**src/hdl/link_pm_pkg.sv**
```systemverilog
package link_pm_pkg;
  // clock and base units
  localparam int CLK_PERIOD_NS = 100;
  localparam int NS_PER_US = 1000;
  localparam int TICK_CYCLES = NS_PER_US / CLK_PERIOD_NS;
  localparam int TIMER_W = 16;
  localparam int CYC_W = 8;

  // link timing, microseconds
  localparam int IDLE_SUSPEND_US = 3000;
  localparam int SUSPEND_DONE_US = 10000;
  localparam int SUSPEND_SETTLE_US = 1000;
  localparam int HS_IDLE_REVERT_US = 3000;
  localparam int HS_REVERT_DEADLINE_US = 3125;
  localparam int SAMPLE_MIN_US = 100;
  localparam int SAMPLE_MAX_US = 875;
  localparam int REMOTE_WAKE_IDLE_WAIT_US = 5000;
  localparam int UP_RESUME_MIN_US = 1000;
  localparam int UP_RESUME_MAX_US = 15000;

  // short line timing in clock cycles
  localparam int SE0_RESET_DETECT_NS = 2500;
  localparam int SE0_RESET_DETECT_CYCLES = (SE0_RESET_DETECT_NS + CLK_PERIOD_NS - 1) / CLK_PERIOD_NS;
  localparam int LS_BIT_RATE_KBPS = 1500;
  localparam int NS_PER_MS = 1000000;
  localparam int TWO_LS_BITS_NS = 2 * NS_PER_MS / LS_BIT_RATE_KBPS;
  localparam int HS_RETURN_CYCLES = TWO_LS_BITS_NS / CLK_PERIOD_NS;

  // sampled line state
  typedef enum logic [1:0] {
    LINE_SE0 = 2'h0,
    LINE_J = 2'h1,
    LINE_K = 2'h2,
    LINE_SE1 = 2'h3
  } line_t;

  typedef enum logic [7:0] {
    ST_ACTIVE = 8'h01,
    ST_HS_REVERT = 8'h02,
    ST_SUSPENDING = 8'h04,
    ST_SUSPENDED = 8'h08,
    ST_WAKE_DRIVE = 8'h10,
    ST_RESUME = 8'h20,
    ST_HS_RETURN = 8'h40,
    ST_FS_EOP = 8'h80
  } state_t;

  // transceiver controls and link status, all registered
  typedef struct packed {
    logic hs_term_en;
    logic pullup_dp_en;
    logic pullup_dm_en;
    logic drive_k;
    logic tx_oe_n;
    logic hs_mode;
    logic suspended;
    logic hs_remembered;
  } link_ctrl_t;

  localparam link_ctrl_t LINK_RESET = '{1'b0, 1'b1, 1'b0, 1'b0, 1'b1, 1'b0, 1'b0, 1'b0};

  // register map
  localparam int ADDR_W = 8;
  localparam logic [7:0] REG_CTRL = 8'h00;
  localparam logic [7:0] REG_RESUME_TIME = 8'h04;
  localparam logic [7:0] REG_STATUS = 8'h08;
  localparam logic [7:0] REG_IDLE_TIME = 8'h0C;
  localparam int CTRL_WAKE_EN_BIT = 0;
  localparam int CTRL_LOW_SPEED_BIT = 1;
  localparam int CTRL_WAKE_REQ_BIT = 2;
  localparam logic [31:0] CTRL_MASK = 32'h00000003;
  localparam logic [31:0] CTRL_RESET = 32'h00000000;
  localparam logic [31:0] RESUME_TIME_RESET = 32'h000007D0;
  localparam int STAT_HS_MODE_BIT = 8;
  localparam int STAT_HS_MEM_BIT = 9;
  localparam int STAT_SUSP_BIT = 10;
  localparam int STAT_RESET_SEEN_BIT = 16;
  localparam int STAT_RESUME_SEEN_BIT = 17;
  localparam logic [1:0] RESP_OKAY = 2'h0;
  localparam logic [1:0] RESP_SLVERR = 2'h2;
endpackage : link_pm_pkg

```
**src/hdl/link_pm_ctrl.sv**
```systemverilog
// Design decisions made here: the AXI4-Lite interface to the registers and the register addresses.
`timescale 1ns/10ps
// What this block does
// - enter suspend after more than 3.0 ms of unbroken upstream idle
// - fully suspended within 10 ms of the idle start
// - any non-idle activity restarts idle timing, blocking suspend; idle keeps counting through the high-speed revert
// - attach pull-up stays on while suspended
// - high-speed idle of 3.0 ms: revert to full-speed by 3.125 ms
// - revert means termination off and D+ pull-up back on
// - sample line 100 to 875 us after reverting: J suspends, SE0 means reset
// - remember prior high-speed and return to it on resume without reset
// - suspended device resumes on any non-idle upstream signalling
// - device resume only when software enabled remote wakeup
// - remote wakeup waits for 5 ms of continuous idle
// - remote wakeup drives resume 1 to 15 ms, then tri-states
// - high-speed link returns to high-speed within two LS bits of K-to-SE0
// - idle timers start two LS bit times after K-to-SE0
// - full/low-speed SE0 longer than 2.5 us is taken as reset
module link_pm_ctrl #(
  parameter int TICK_CYCLES = link_pm_pkg::TICK_CYCLES,
  parameter int IDLE_SUSPEND_US = link_pm_pkg::IDLE_SUSPEND_US,
  parameter int SUSPEND_AT_US = link_pm_pkg::SUSPEND_DONE_US - link_pm_pkg::SUSPEND_SETTLE_US,
  parameter int HS_IDLE_US = link_pm_pkg::HS_IDLE_REVERT_US,
  parameter int SAMPLE_AT_US = link_pm_pkg::SAMPLE_MIN_US,
  parameter int WAKE_IDLE_US = link_pm_pkg::REMOTE_WAKE_IDLE_WAIT_US,
  parameter int WAKE_MIN_US = link_pm_pkg::UP_RESUME_MIN_US,
  parameter int WAKE_MAX_US = link_pm_pkg::UP_RESUME_MAX_US
) (
  // system
  input wire logic aclk,
  input wire logic aresetn,
  // axi4-lite slave
  input wire logic [7:0] awaddr,
  input wire logic awvalid,
  output logic awready,
  input wire logic [31:0] wdata,
  input wire logic [3:0] wstrb,
  input wire logic wvalid,
  output logic wready,
  output logic [1:0] bresp,
  output logic bvalid,
  input wire logic bready,
  input wire logic [7:0] araddr,
  input wire logic arvalid,
  output logic arready,
  output logic [31:0] rdata,
  output logic [1:0] rresp,
  output logic rvalid,
  input wire logic rready,
  // line side
  input link_pm_pkg::line_t line_state,
  input wire logic hs_enter,
  output link_pm_pkg::link_ctrl_t link_out,
  output logic bus_reset,
  output logic hs_handshake_start
);
  typedef logic [link_pm_pkg::TIMER_W-1:0] us_t;
  typedef logic [link_pm_pkg::CYC_W-1:0] cyc_t;

  localparam cyc_t SE0_CYC = cyc_t'(link_pm_pkg::SE0_RESET_DETECT_CYCLES);
  localparam cyc_t RET_CYC = cyc_t'(link_pm_pkg::HS_RETURN_CYCLES);

  function automatic logic [31:0] apply_strb(input logic [31:0] old, input logic [31:0] val, input logic [3:0] strb);
    logic [31:0] res;
    res = old;
    for (int i = 0; i < 4; i++) begin
      if (strb[i]) begin
        res[8*i +: 8] = val[8*i +: 8];
      end
    end
    return res;
  endfunction : apply_strb

  link_pm_pkg::state_t state;
  link_pm_pkg::state_t next_state;
  link_pm_pkg::link_ctrl_t next_link;
  logic next_bus_reset;
  logic next_hs_start;
  cyc_t se0_cnt;
  cyc_t next_se0_cnt;
  cyc_t ret_cnt;
  cyc_t next_ret_cnt;
  us_t idle_us;
  us_t phase_us;
  us_t resume_len;
  logic line_idle;
  logic idle_clear;
  logic se0_hit;
  logic wake_start;
  logic resume_evt;

  logic aw_got, next_aw_got, w_got, next_w_got;
  logic [7:0] awaddr_q, next_awaddr;
  logic [31:0] wdata_q, next_wdata;
  logic [3:0] wstrb_q, next_wstrb;
  logic next_awready, next_wready, next_bvalid, next_arready, next_rvalid;
  logic [1:0] next_bresp, next_rresp;
  logic [31:0] next_rdata;
  logic [31:0] ctrl, next_ctrl, resume_time, next_resume_time, status_word;
  logic reset_seen, next_reset_seen, resume_seen, next_resume_seen;
  logic wake_pending, next_wake_pending;

  // in high-speed the idle line is SE0, in full/low-speed it is J
  assign line_idle = link_out.hs_mode ? (line_state == link_pm_pkg::LINE_SE0) : (line_state == link_pm_pkg::LINE_J);
  assign se0_hit = !link_out.hs_mode && (line_state == link_pm_pkg::LINE_SE0) && (se0_cnt == SE0_CYC - 1'b1);
  // idle keeps counting across the revert so suspend stays timed from the idle start
  assign idle_clear = (!line_idle && state != link_pm_pkg::ST_HS_REVERT)
    || state == link_pm_pkg::ST_RESUME || state == link_pm_pkg::ST_HS_RETURN;
  assign wake_start = (state == link_pm_pkg::ST_SUSPENDED) && (next_state == link_pm_pkg::ST_WAKE_DRIVE);
  assign resume_evt = (next_state == link_pm_pkg::ST_RESUME) && (state != link_pm_pkg::ST_RESUME);
  assign resume_len = (resume_time[15:0] < us_t'(WAKE_MIN_US)) ? us_t'(WAKE_MIN_US)
    : (resume_time[15:0] > us_t'(WAKE_MAX_US)) ? us_t'(WAKE_MAX_US) : resume_time[15:0];

  link_interval_timer #(.W(link_pm_pkg::TIMER_W), .TICK_CYCLES(TICK_CYCLES)) u_idle_timer (
    .aclk(aclk),
    .aresetn(aresetn),
    .clear(idle_clear),
    .count(idle_us)
  );

  link_interval_timer #(.W(link_pm_pkg::TIMER_W), .TICK_CYCLES(TICK_CYCLES)) u_phase_timer (
    .aclk(aclk),
    .aresetn(aresetn),
    .clear(next_state != state),
    .count(phase_us)
  );

  always_comb begin
    next_state = state;
    next_link = link_out;
    next_bus_reset = 1'b0;
    next_hs_start = 1'b0;
    next_ret_cnt = '0;
    next_se0_cnt = '0;
    if (!link_out.hs_mode && line_state == link_pm_pkg::LINE_SE0) begin
      next_se0_cnt = (se0_cnt == SE0_CYC) ? se0_cnt : se0_cnt + 1'b1;
    end
    if (se0_hit && state != link_pm_pkg::ST_HS_REVERT && state != link_pm_pkg::ST_WAKE_DRIVE) begin
      // reset also wakes a suspended device and forgets high-speed
      next_bus_reset = 1'b1;
      next_state = link_pm_pkg::ST_ACTIVE;
      next_link.hs_remembered = 1'b0;
      next_link.suspended = 1'b0;
    end else begin
      case (state)
        link_pm_pkg::ST_ACTIVE: begin
          if (link_out.hs_mode && line_idle && idle_us >= us_t'(HS_IDLE_US)) begin
            next_link.hs_mode = 1'b0;
            next_link.hs_term_en = 1'b0;
            next_link.hs_remembered = 1'b1;
            next_state = link_pm_pkg::ST_HS_REVERT;
          end else if (!link_out.hs_mode && line_idle && idle_us > us_t'(IDLE_SUSPEND_US)) begin
            next_state = link_pm_pkg::ST_SUSPENDING;
          end else if (!link_out.hs_mode && hs_enter && !ctrl[link_pm_pkg::CTRL_LOW_SPEED_BIT]) begin
            next_link.hs_mode = 1'b1;
            next_link.hs_term_en = 1'b1;
          end
        end
        link_pm_pkg::ST_HS_REVERT: begin
          if (phase_us >= us_t'(SAMPLE_AT_US)) begin
            if (line_state == link_pm_pkg::LINE_J) begin
              next_state = link_pm_pkg::ST_SUSPENDING;
            end else if (line_state == link_pm_pkg::LINE_SE0) begin
              next_hs_start = 1'b1;
              next_link.hs_remembered = 1'b0;
              next_state = link_pm_pkg::ST_ACTIVE;
            end else begin
              next_state = link_pm_pkg::ST_RESUME;
            end
          end
        end
        link_pm_pkg::ST_SUSPENDING: begin
          if (!line_idle) begin
            next_state = link_out.hs_remembered ? link_pm_pkg::ST_RESUME : link_pm_pkg::ST_ACTIVE;
          end else if (idle_us >= us_t'(SUSPEND_AT_US)) begin
            next_link.suspended = 1'b1;
            next_state = link_pm_pkg::ST_SUSPENDED;
          end
        end
        link_pm_pkg::ST_SUSPENDED: begin
          if (!line_idle) begin
            next_link.suspended = 1'b0;
            next_state = link_pm_pkg::ST_RESUME;
          end else if (wake_pending && ctrl[link_pm_pkg::CTRL_WAKE_EN_BIT]
              && idle_us >= us_t'(WAKE_IDLE_US)) begin
            next_link.suspended = 1'b0;
            next_link.drive_k = 1'b1;
            next_link.tx_oe_n = 1'b0;
            next_state = link_pm_pkg::ST_WAKE_DRIVE;
          end
        end
        link_pm_pkg::ST_WAKE_DRIVE: begin
          if (phase_us >= resume_len) begin
            // release rather than drive J; the host carries resume on
            next_link.drive_k = 1'b0;
            next_link.tx_oe_n = 1'b1;
            next_state = link_pm_pkg::ST_RESUME;
          end
        end
        link_pm_pkg::ST_RESUME: begin
          if (line_state == link_pm_pkg::LINE_SE0) begin
            next_ret_cnt = cyc_t'(1);
            next_state = link_out.hs_remembered ? link_pm_pkg::ST_HS_RETURN : link_pm_pkg::ST_FS_EOP;
          end
        end
        link_pm_pkg::ST_HS_RETURN: begin
          next_ret_cnt = ret_cnt + 1'b1;
          if (ret_cnt == RET_CYC - 1'b1) begin
            next_link.hs_mode = 1'b1;
            next_link.hs_term_en = 1'b1;
            next_link.hs_remembered = 1'b0;
            next_state = link_pm_pkg::ST_ACTIVE;
          end
        end
        link_pm_pkg::ST_FS_EOP: begin
          if (line_state == link_pm_pkg::LINE_J) begin
            next_state = link_pm_pkg::ST_ACTIVE;
          end
        end
        default: begin
          next_state = link_pm_pkg::ST_ACTIVE;
        end
      endcase
    end
    if (next_bus_reset) begin
      next_link.hs_mode = 1'b0;
      next_link.hs_term_en = 1'b0;
    end
    // attach pull-up follows speed only, so suspend never drops it
    next_link.pullup_dm_en = ctrl[link_pm_pkg::CTRL_LOW_SPEED_BIT];
    next_link.pullup_dp_en = !ctrl[link_pm_pkg::CTRL_LOW_SPEED_BIT] && !next_link.hs_term_en;
  end

  always_ff @(posedge aclk) begin
    if (!aresetn) begin
      state <= link_pm_pkg::ST_ACTIVE;
      link_out <= link_pm_pkg::LINK_RESET;
      bus_reset <= 1'b0;
      hs_handshake_start <= 1'b0;
      se0_cnt <= '0;
      ret_cnt <= '0;
    end else begin
      state <= next_state;
      link_out <= next_link;
      bus_reset <= next_bus_reset;
      hs_handshake_start <= next_hs_start;
      se0_cnt <= next_se0_cnt;
      ret_cnt <= next_ret_cnt;
    end
  end

  assign status_word = {14'h0000, resume_seen, reset_seen, 5'h00, link_out.suspended,
    link_out.hs_remembered, link_out.hs_mode, state};

  // write channel: address and data taken in either order, answered one cycle after both
  always_comb begin
    next_aw_got = aw_got;
    next_awaddr = awaddr_q;
    next_w_got = w_got;
    next_wdata = wdata_q;
    next_wstrb = wstrb_q;
    next_bvalid = bvalid;
    next_bresp = bresp;
    next_ctrl = ctrl;
    next_resume_time = resume_time;
    next_reset_seen = reset_seen | bus_reset;
    next_resume_seen = resume_seen | resume_evt;
    next_wake_pending = wake_pending && !wake_start;
    if (awvalid && awready) begin
      next_aw_got = 1'b1;
      next_awaddr = awaddr;
    end
    if (wvalid && wready) begin
      next_w_got = 1'b1;
      next_wdata = wdata;
      next_wstrb = wstrb;
    end
    if (bvalid && bready) begin
      next_bvalid = 1'b0;
    end
    if (next_aw_got && next_w_got && !bvalid) begin
      next_aw_got = 1'b0;
      next_w_got = 1'b0;
      next_bvalid = 1'b1;
      next_bresp = link_pm_pkg::RESP_OKAY;
      case (next_awaddr)
        link_pm_pkg::REG_CTRL: begin
          next_ctrl = apply_strb(ctrl, next_wdata, next_wstrb) & link_pm_pkg::CTRL_MASK;
          if (next_wstrb[0] && next_wdata[link_pm_pkg::CTRL_WAKE_REQ_BIT]) begin
            next_wake_pending = 1'b1;
          end
        end
        link_pm_pkg::REG_RESUME_TIME: begin
          next_resume_time = apply_strb(resume_time, next_wdata, next_wstrb);
        end
        link_pm_pkg::REG_STATUS: begin
          // write-one-to-clear; a new event in the same cycle stays set
          if (next_wstrb[2] && next_wdata[link_pm_pkg::STAT_RESET_SEEN_BIT]) begin
            next_reset_seen = bus_reset;
          end
          if (next_wstrb[2] && next_wdata[link_pm_pkg::STAT_RESUME_SEEN_BIT]) begin
            next_resume_seen = resume_evt;
          end
        end
        link_pm_pkg::REG_IDLE_TIME: begin
        end
        default: begin
          next_bresp = link_pm_pkg::RESP_SLVERR;
        end
      endcase
    end
    if (!next_ctrl[link_pm_pkg::CTRL_WAKE_EN_BIT]) begin
      next_wake_pending = 1'b0;
    end
    next_awready = !next_aw_got && !next_bvalid;
    next_wready = !next_w_got && !next_bvalid;
  end

  always_ff @(posedge aclk) begin
    if (!aresetn) begin
      aw_got <= 1'b0;
      awaddr_q <= 8'h00;
      w_got <= 1'b0;
      wdata_q <= 32'h00000000;
      wstrb_q <= 4'h0;
      awready <= 1'b0;
      wready <= 1'b0;
      bvalid <= 1'b0;
      bresp <= link_pm_pkg::RESP_OKAY;
      ctrl <= link_pm_pkg::CTRL_RESET;
      resume_time <= link_pm_pkg::RESUME_TIME_RESET;
      reset_seen <= 1'b0;
      resume_seen <= 1'b0;
      wake_pending <= 1'b0;
    end else begin
      aw_got <= next_aw_got;
      awaddr_q <= next_awaddr;
      w_got <= next_w_got;
      wdata_q <= next_wdata;
      wstrb_q <= next_wstrb;
      awready <= next_awready;
      wready <= next_wready;
      bvalid <= next_bvalid;
      bresp <= next_bresp;
      ctrl <= next_ctrl;
      resume_time <= next_resume_time;
      reset_seen <= next_reset_seen;
      resume_seen <= next_resume_seen;
      wake_pending <= next_wake_pending;
    end
  end

  // read channel
  always_comb begin
    next_rvalid = rvalid;
    next_rdata = rdata;
    next_rresp = rresp;
    if (rvalid && rready) begin
      next_rvalid = 1'b0;
    end
    if (arvalid && arready) begin
      next_rvalid = 1'b1;
      next_rresp = link_pm_pkg::RESP_OKAY;
      case (araddr)
        link_pm_pkg::REG_CTRL: next_rdata = ctrl;
        link_pm_pkg::REG_RESUME_TIME: next_rdata = resume_time;
        link_pm_pkg::REG_STATUS: next_rdata = status_word;
        link_pm_pkg::REG_IDLE_TIME: next_rdata = {16'h0000, idle_us};
        default: begin
          next_rdata = 32'h00000000;
          next_rresp = link_pm_pkg::RESP_SLVERR;
        end
      endcase
    end
    next_arready = !next_rvalid;
  end

  always_ff @(posedge aclk) begin
    if (!aresetn) begin
      arready <= 1'b0;
      rvalid <= 1'b0;
      rdata <= 32'h00000000;
      rresp <= link_pm_pkg::RESP_OKAY;
    end else begin
      arready <= next_arready;
      rvalid <= next_rvalid;
      rdata <= next_rdata;
      rresp <= next_rresp;
    end
  end

  chk_idle_entry: assert property (@(posedge aclk) disable iff (!aresetn)
    (state == link_pm_pkg::ST_ACTIVE && !link_out.hs_mode && line_idle && !se0_hit
      && idle_us > us_t'(IDLE_SUSPEND_US)) |=> (state == link_pm_pkg::ST_SUSPENDING))
    else $error("idle past limit did not start suspend");
  chk_suspend_deadline: assert property (@(posedge aclk) disable iff (!aresetn)
    (state == link_pm_pkg::ST_SUSPENDING && line_idle && idle_us >= us_t'(SUSPEND_AT_US))
      |=> (link_out.suspended && idle_us <= us_t'(link_pm_pkg::SUSPEND_DONE_US)))
    else $error("suspend not reached in time");
  chk_activity_clear: assert property (@(posedge aclk) disable iff (!aresetn)
    (!line_idle && state == link_pm_pkg::ST_ACTIVE) |=> (idle_us == '0))
    else $error("activity did not restart idle timing");
  chk_pullup_kept: assert property (@(posedge aclk) disable iff (!aresetn)
    link_out.suspended |-> (link_out.pullup_dp_en ^ link_out.pullup_dm_en))
    else $error("pull-up lost in suspend");
  chk_revert_time: assert property (@(posedge aclk) disable iff (!aresetn)
    ($fell(link_out.hs_term_en) && state == link_pm_pkg::ST_HS_REVERT) |-> (link_out.pullup_dp_en
      && link_out.hs_remembered && $past(idle_us) <= us_t'(link_pm_pkg::HS_REVERT_DEADLINE_US)))
    else $error("bad high-speed reversion");
  chk_sample_window: assert property (@(posedge aclk) disable iff (!aresetn)
    (state == link_pm_pkg::ST_HS_REVERT && next_state != link_pm_pkg::ST_HS_REVERT)
      |-> (phase_us >= us_t'(link_pm_pkg::SAMPLE_MIN_US) && phase_us <= us_t'(link_pm_pkg::SAMPLE_MAX_US)))
    else $error("line sampled outside window");
  chk_wake_gate: assert property (@(posedge aclk) disable iff (!aresetn)
    $rose(link_out.drive_k) |-> ($past(ctrl[link_pm_pkg::CTRL_WAKE_EN_BIT])
      && $past(idle_us) >= us_t'(WAKE_IDLE_US) && !link_out.tx_oe_n))
    else $error("remote wakeup started without permission");
  chk_wake_release: assert property (@(posedge aclk) disable iff (!aresetn)
    $fell(link_out.drive_k) |-> (link_out.tx_oe_n && $past(phase_us) >= us_t'(WAKE_MIN_US)
      && $past(phase_us) <= us_t'(WAKE_MAX_US)))
    else $error("remote wakeup length wrong");
  chk_hs_return: assert property (@(posedge aclk) disable iff (!aresetn)
    (state == link_pm_pkg::ST_RESUME && link_out.hs_remembered && line_state == link_pm_pkg::LINE_SE0)
      |-> ##[1:13] (link_out.hs_term_en && idle_us == '0))
    else $error("no high-speed return after resume");
  chk_se0_reset: assert property (@(posedge aclk) disable iff (!aresetn)
    (se0_hit && state == link_pm_pkg::ST_ACTIVE) |=> (bus_reset && !link_out.hs_remembered))
    else $error("long SE0 not taken as reset");
endmodule : link_pm_ctrl

```
**src/hdl/link_interval_timer.sv**
```systemverilog
`timescale 1ns/10ps
module link_interval_timer #(
  parameter int W = 16,
  parameter int TICK_CYCLES = 10
) (
  // system
  input wire logic aclk,
  input wire logic aresetn,
  // restart the interval
  input wire logic clear,
  // elapsed microseconds, saturating
  output logic [W-1:0] count
);
  logic [7:0] div;
  logic [7:0] next_div;
  logic [W-1:0] next_count;

  // divider restarts with the count so intervals start on a clean tick boundary
  always_comb begin
    next_div = div;
    next_count = count;
    if (clear) begin
      next_div = 8'h00;
      next_count = '0;
    end else if (div == 8'(TICK_CYCLES - 1)) begin
      next_div = 8'h00;
      if (count != '1) begin
        next_count = count + 1'b1;
      end
    end else begin
      next_div = div + 8'h01;
    end
  end

  always_ff @(posedge aclk) begin
    if (!aresetn) begin
      div <= 8'h00;
      count <= '0;
    end else begin
      div <= next_div;
      count <= next_count;
    end
  end
endmodule : link_interval_timer

```
**config.mk**
```make
export PLATFORM = sky130hd
export DESIGN_NAME = link_pm_ctrl
export DESIGN_NICKNAME = d
export VERILOG_FILES = /design/src/hdl/link_pm_pkg.sv /design/src/hdl/link_pm_ctrl.sv /design/src/hdl/link_interval_timer.sv
export SDC_FILE = /design/constraint.sdc
export NUM_CORES = 1
export LEC_CHECK = 0
export BUFFER_PORTS_ARGS = -buffer_cell sky130_fd_sc_hd__clkbuf_2
export CAP_MARGIN = 20
export CORE_MARGIN = 3
export CORE_UTILIZATION = 35
export CTS_BUF_LIST = sky130_fd_sc_hd__clkbuf_8
export CTS_CLUSTER_SIZE = 16
export DETAILED_ROUTE_END_ITERATION = 10
export PLACE_DENSITY = 0.49
export SYNTH_ARGS = -nofsm -noshare
export SYNTH_HDL_FRONTEND = slang
export SYNTH_SLANG_ARGS = --single-unit
```
**constraint.sdc**
```tcl
create_clock -name aclk -period 5.6 [get_ports aclk]
set_clock_uncertainty 0.05 [all_clocks]
set_input_delay 0.56 -clock aclk [delete_from_list [all_inputs] [get_ports aclk]]
set_output_delay 0.56 -clock aclk [all_outputs]
set_load 0.02 [all_outputs]
```
==> impl_results.md <==
- Sequential fraction of the synthesis area: between 40% and 50%
- Clock Path Buffers: 3
- DRC errors left: 0
- Pre-CTS worst setup slack: 1.43 ns
- Largest area contributor in the netlist: dfxtp_1
- DR vias: 8000
- CTS tree: done
- Final setup margin: between 1 and 1.5 ns
- Final instance area: around 0.011 mm2
- Area growth, synth to finish: 16.4%
- Slew headroom: 35.3%
- Count of cell types in the netlist: 66
- Setup crit end kind: register
- Number of synthesized flops with an enable pin: 0
- Crit-path max FO: 18
- Setup_tns: 0 ns
- H-tree depth: 2
- Least-Margin Pin Slew: 0.967 ns
- Sw Pwr: 0.000785 W
- PD cells: 285 mW/mm2
- Skew-Pair Late Insertion Delay: 0.54 ns
- Worst path slowest cell: a221o_1
- Max-cap violations: 0
- Synth top area cells: dfxtp_1 43%, nor2_1 7.3%, mux2i_1 4.1%
- Worst hold path class: in -> reg
- Pre-Repair DR Iteration Count: 5
- Core area: 0.0263 mm2
- Flops & latches, synth: 204
- Tot Pwr: 0.00313 W
- Post-layout min period: 4.15 ns
- Routed wire per std cell: 16.8 um
- Fmax: ~240 MHz
- Slowest stage delay, CP: around 0.48 ns
- Final net count: between 1000 and 1500
- Post-CTS setup buffer count: 0
- Cell area after placement: 0.0102 mm2
- TritonCTS buffer count: 38
- Synth Cell Area: approximately 0.0094 mm2
- Sw Ratio: roughly a quarter
- I/O pin cnt: 113
- Largest net degree at the start of global routing: about 110
- First-pass GRT wire length: between 40000 and 50000 um
- Port bufs: 110
- Total GRT Usage: between 15 and 20%
- Hold violation count in the final report: 0
- Pint: between 0.002 and 0.0025 W
- Startpoint Class: register
- WP data arrival: about 4.5 ns
- Critical path type: reg -> reg
- DIE HEIGHT: 170 um
- Antenna diodes: 0
- Status: completed
- Cell Rows: 59
- Remaining antenna violation count: 0
- Initial antenna violation count: 0
- Yosys synthesis warning count: 0
- Combinational fraction of design power: 7.0%
- Remaining global-route overflow: 0
- Root buf cell: clkbuf_8
- Avg Cell Area, Syn: 8.73 um2
- Clk network pwr share: 44.4%
- Setup violations, final: 0
- # clock sinks: 204
- Prevailing post-synth register cell: dfxtp_1
- Reg clk slew, reported paths: about 0.06 ns
- Flop pwr share: about 49%
- Vias per cell: about 5.2
- Max IR drop VDD: 0.000147 V
- DR iter-0 viols: roughly 540
- Final GP Congestion: ~0.9
- Total Wirelength: approximately 26000 um
- Unrepaired setup endpoints after global routing: no
- DP HPWL: 18400 um
- CTS Hold Buffers Added: 0
- Top cell type's share of synthesized area: 43.2%
- Number of global-route vias before repair: 7767
- Die width: 170 um
- Layout cell share with drive strength beyond 1: 18.1%
- Starting density of the core: 35.9%
- Max-slew violation count: 0
- Post-CTS resize count: 0
- Mapped Cells: 1082
- Asr flop ratio synth: 0%
- DIE AREA: ~0.029 mm2
- Final period utilization: ~74%
- Leak: 4.31 nW
- Crit-path cells: nand2_1, nor3_1, nand4_1, nor4_1, o31a_1, o21ai_0, nor2_1, ha_1, a21o_1, a221o_1, a211oi_1, o21ai_0, nor2_1, o31ai_1, a221o_1, buf_4, nor4_1
- CP required: 6.00 ns
[final timing paths]
kind                               startpoint                               to  slack [ns]  cells after the start
setup / recovery  resume_time[3]$_SDFFE_PN0P_  u_phase_timer.div[3]$_SDFF_PP0_        1.45                     17
hold / removal                      awaddr[1]           awaddr_q[1]$_SDFF_PN0_        0.22                      3
setup reg to reg  resume_time[3]$_SDFFE_PN0P_  u_phase_timer.div[3]$_SDFF_PP0_        1.45                     17
hold reg to reg             aw_got$_SDFF_PN0_               awready$_SDFF_PN0_        0.37                      1
[kinds of logic (layout without fill, tap and decap cells)]
family	after synthesis	count (layout)	share of synthesized area, %
and+or+nand+nor	476	476	25.6
DFF	204	204	43.2
other	2	4	0.0795
xor gates and xnor gates	54	54	5.01
adders and majority gates	29	29	3.84
buffers and inverters	82	207	3.62
muxes	55	55	6.28
AOI/OAI and AO/OA	180	180	12.3
[layer usage]
metal / up-vias / wire length (um) / GRT usage (%)
li1: 4028 / - / -
met1: 3675 / 12800 / 25.3
met2: 245 / 10900 / 26.5
met3: 52 / 1640 / 3.93
met4: 0 / 610 / 5.54
met5: - / 0 / 0
[area by class of cell]
type                       count  area, um2
clock inverter                22        160
timing repair buffer         120        643
multi-input combinational    798       5030
sequential                   204       4080
inverter                      24       91.3
tap                          335        419
fill                        2760      15300
clock buffer                  41        564
[layout by cell type (no fill, tap or decap), types with 11 or more instances in the layout]
| master | Yosys | final |
|---|---|---|
| xor2_1 | 32 | 32 |
| a21oi_1 | 55 | 55 |
| and2_1 | 13 | 12 |
| nor2b_1 | 11 | 11 |
| nand2_1 | 78 | 78 |
| a22oi_1 | 18 | 18 |
| xnor2_1 | 22 | 22 |
| nand4_1 | 16 | 16 |
| inv_1 | 23 | 38 |
| ha_1 | 29 | 29 |
| clkbuf_8 | 0 | 41 |
| a211oi_1 | 31 | 31 |
| and3_1 | 14 | 14 |
| nor4_1 | 18 | 18 |
| o21ai_0 | 31 | 31 |
| clkbuf_2 | 0 | 111 |
| mux2_2 | 14 | 14 |
| nor3_1 | 24 | 24 |
| mux2i_1 | 39 | 39 |
| nand3_1 | 36 | 36 |
| nor2_1 | 184 | 184 |
| nor3_2 | 20 | 20 |
| dfxtp_1 | 204 | 204 |
[registers in the layout (all words and copies together), names as in the netlist, 8 cells and up]
register and flops:
state 8, wdata_q 32, u_phase_timer.div 8, u_idle_timer.count 16
resume_time 32, u_idle_timer.div 8, link_out 8, se0_cnt 8
u_phase_timer.count 16, ret_cnt 8, awaddr_q 8, rdata 32
[power groups by stage]
stage,Clock [W],Combinational (W),Sequential [W]
finish,0.00139,0.000219,0.00152
floorplan,0,0.000147,0.00155
global placement,0,0.000219,0.00155
CTS,0.00145,0.000220,0.00152
global route,0.00151,0.000247,0.00153
detailed placement,0,0.000219,0.00155
[synthesized netlist by cell type (all sizes together), types with 6 or more instances]
library cell,count
o21ai,32
nand3,36
nor3,44
buf,13
nor2b,11
ha,29
and2,15
nand2b,9
nor2,184
a22o,9
nand4,16
or4,6
mux2,14
or2,6
clkbuf,45
dfxtp,204
xor2,32
nor4,20
a22oi,18
nand2,79
nand4b,7
mux2i,39
a21oi,55
or3,9
inv,24
and3,14
a211oi,31
xnor2,22
[stage by stage]
stage | utilization (%) | hold WS (ns) | instances
final | 41.8 | 0.219 | 1544
after floorplan | - | 0.350 | 1084
after detailed placement | 38.9 | 0.361 | 1477
after CTS | 41.6 | 0.182 | 1540
after global routing | 41.8 | 0.222 | 1544
after global placement | 38.9 | 0.359 | 1477
[worst max-delay path, delay by kind of cell (launching register included)]
family | cells | cell delay [ns]
compound gates | 8 | 1.96
fa+ha+maj | 1 | 0.25
flops | 1 | 0.39
simple gates | 7 | 1.14
buf+inv | 1 | 0.29
Note: power is estimated with default switching activity, not from simulation.
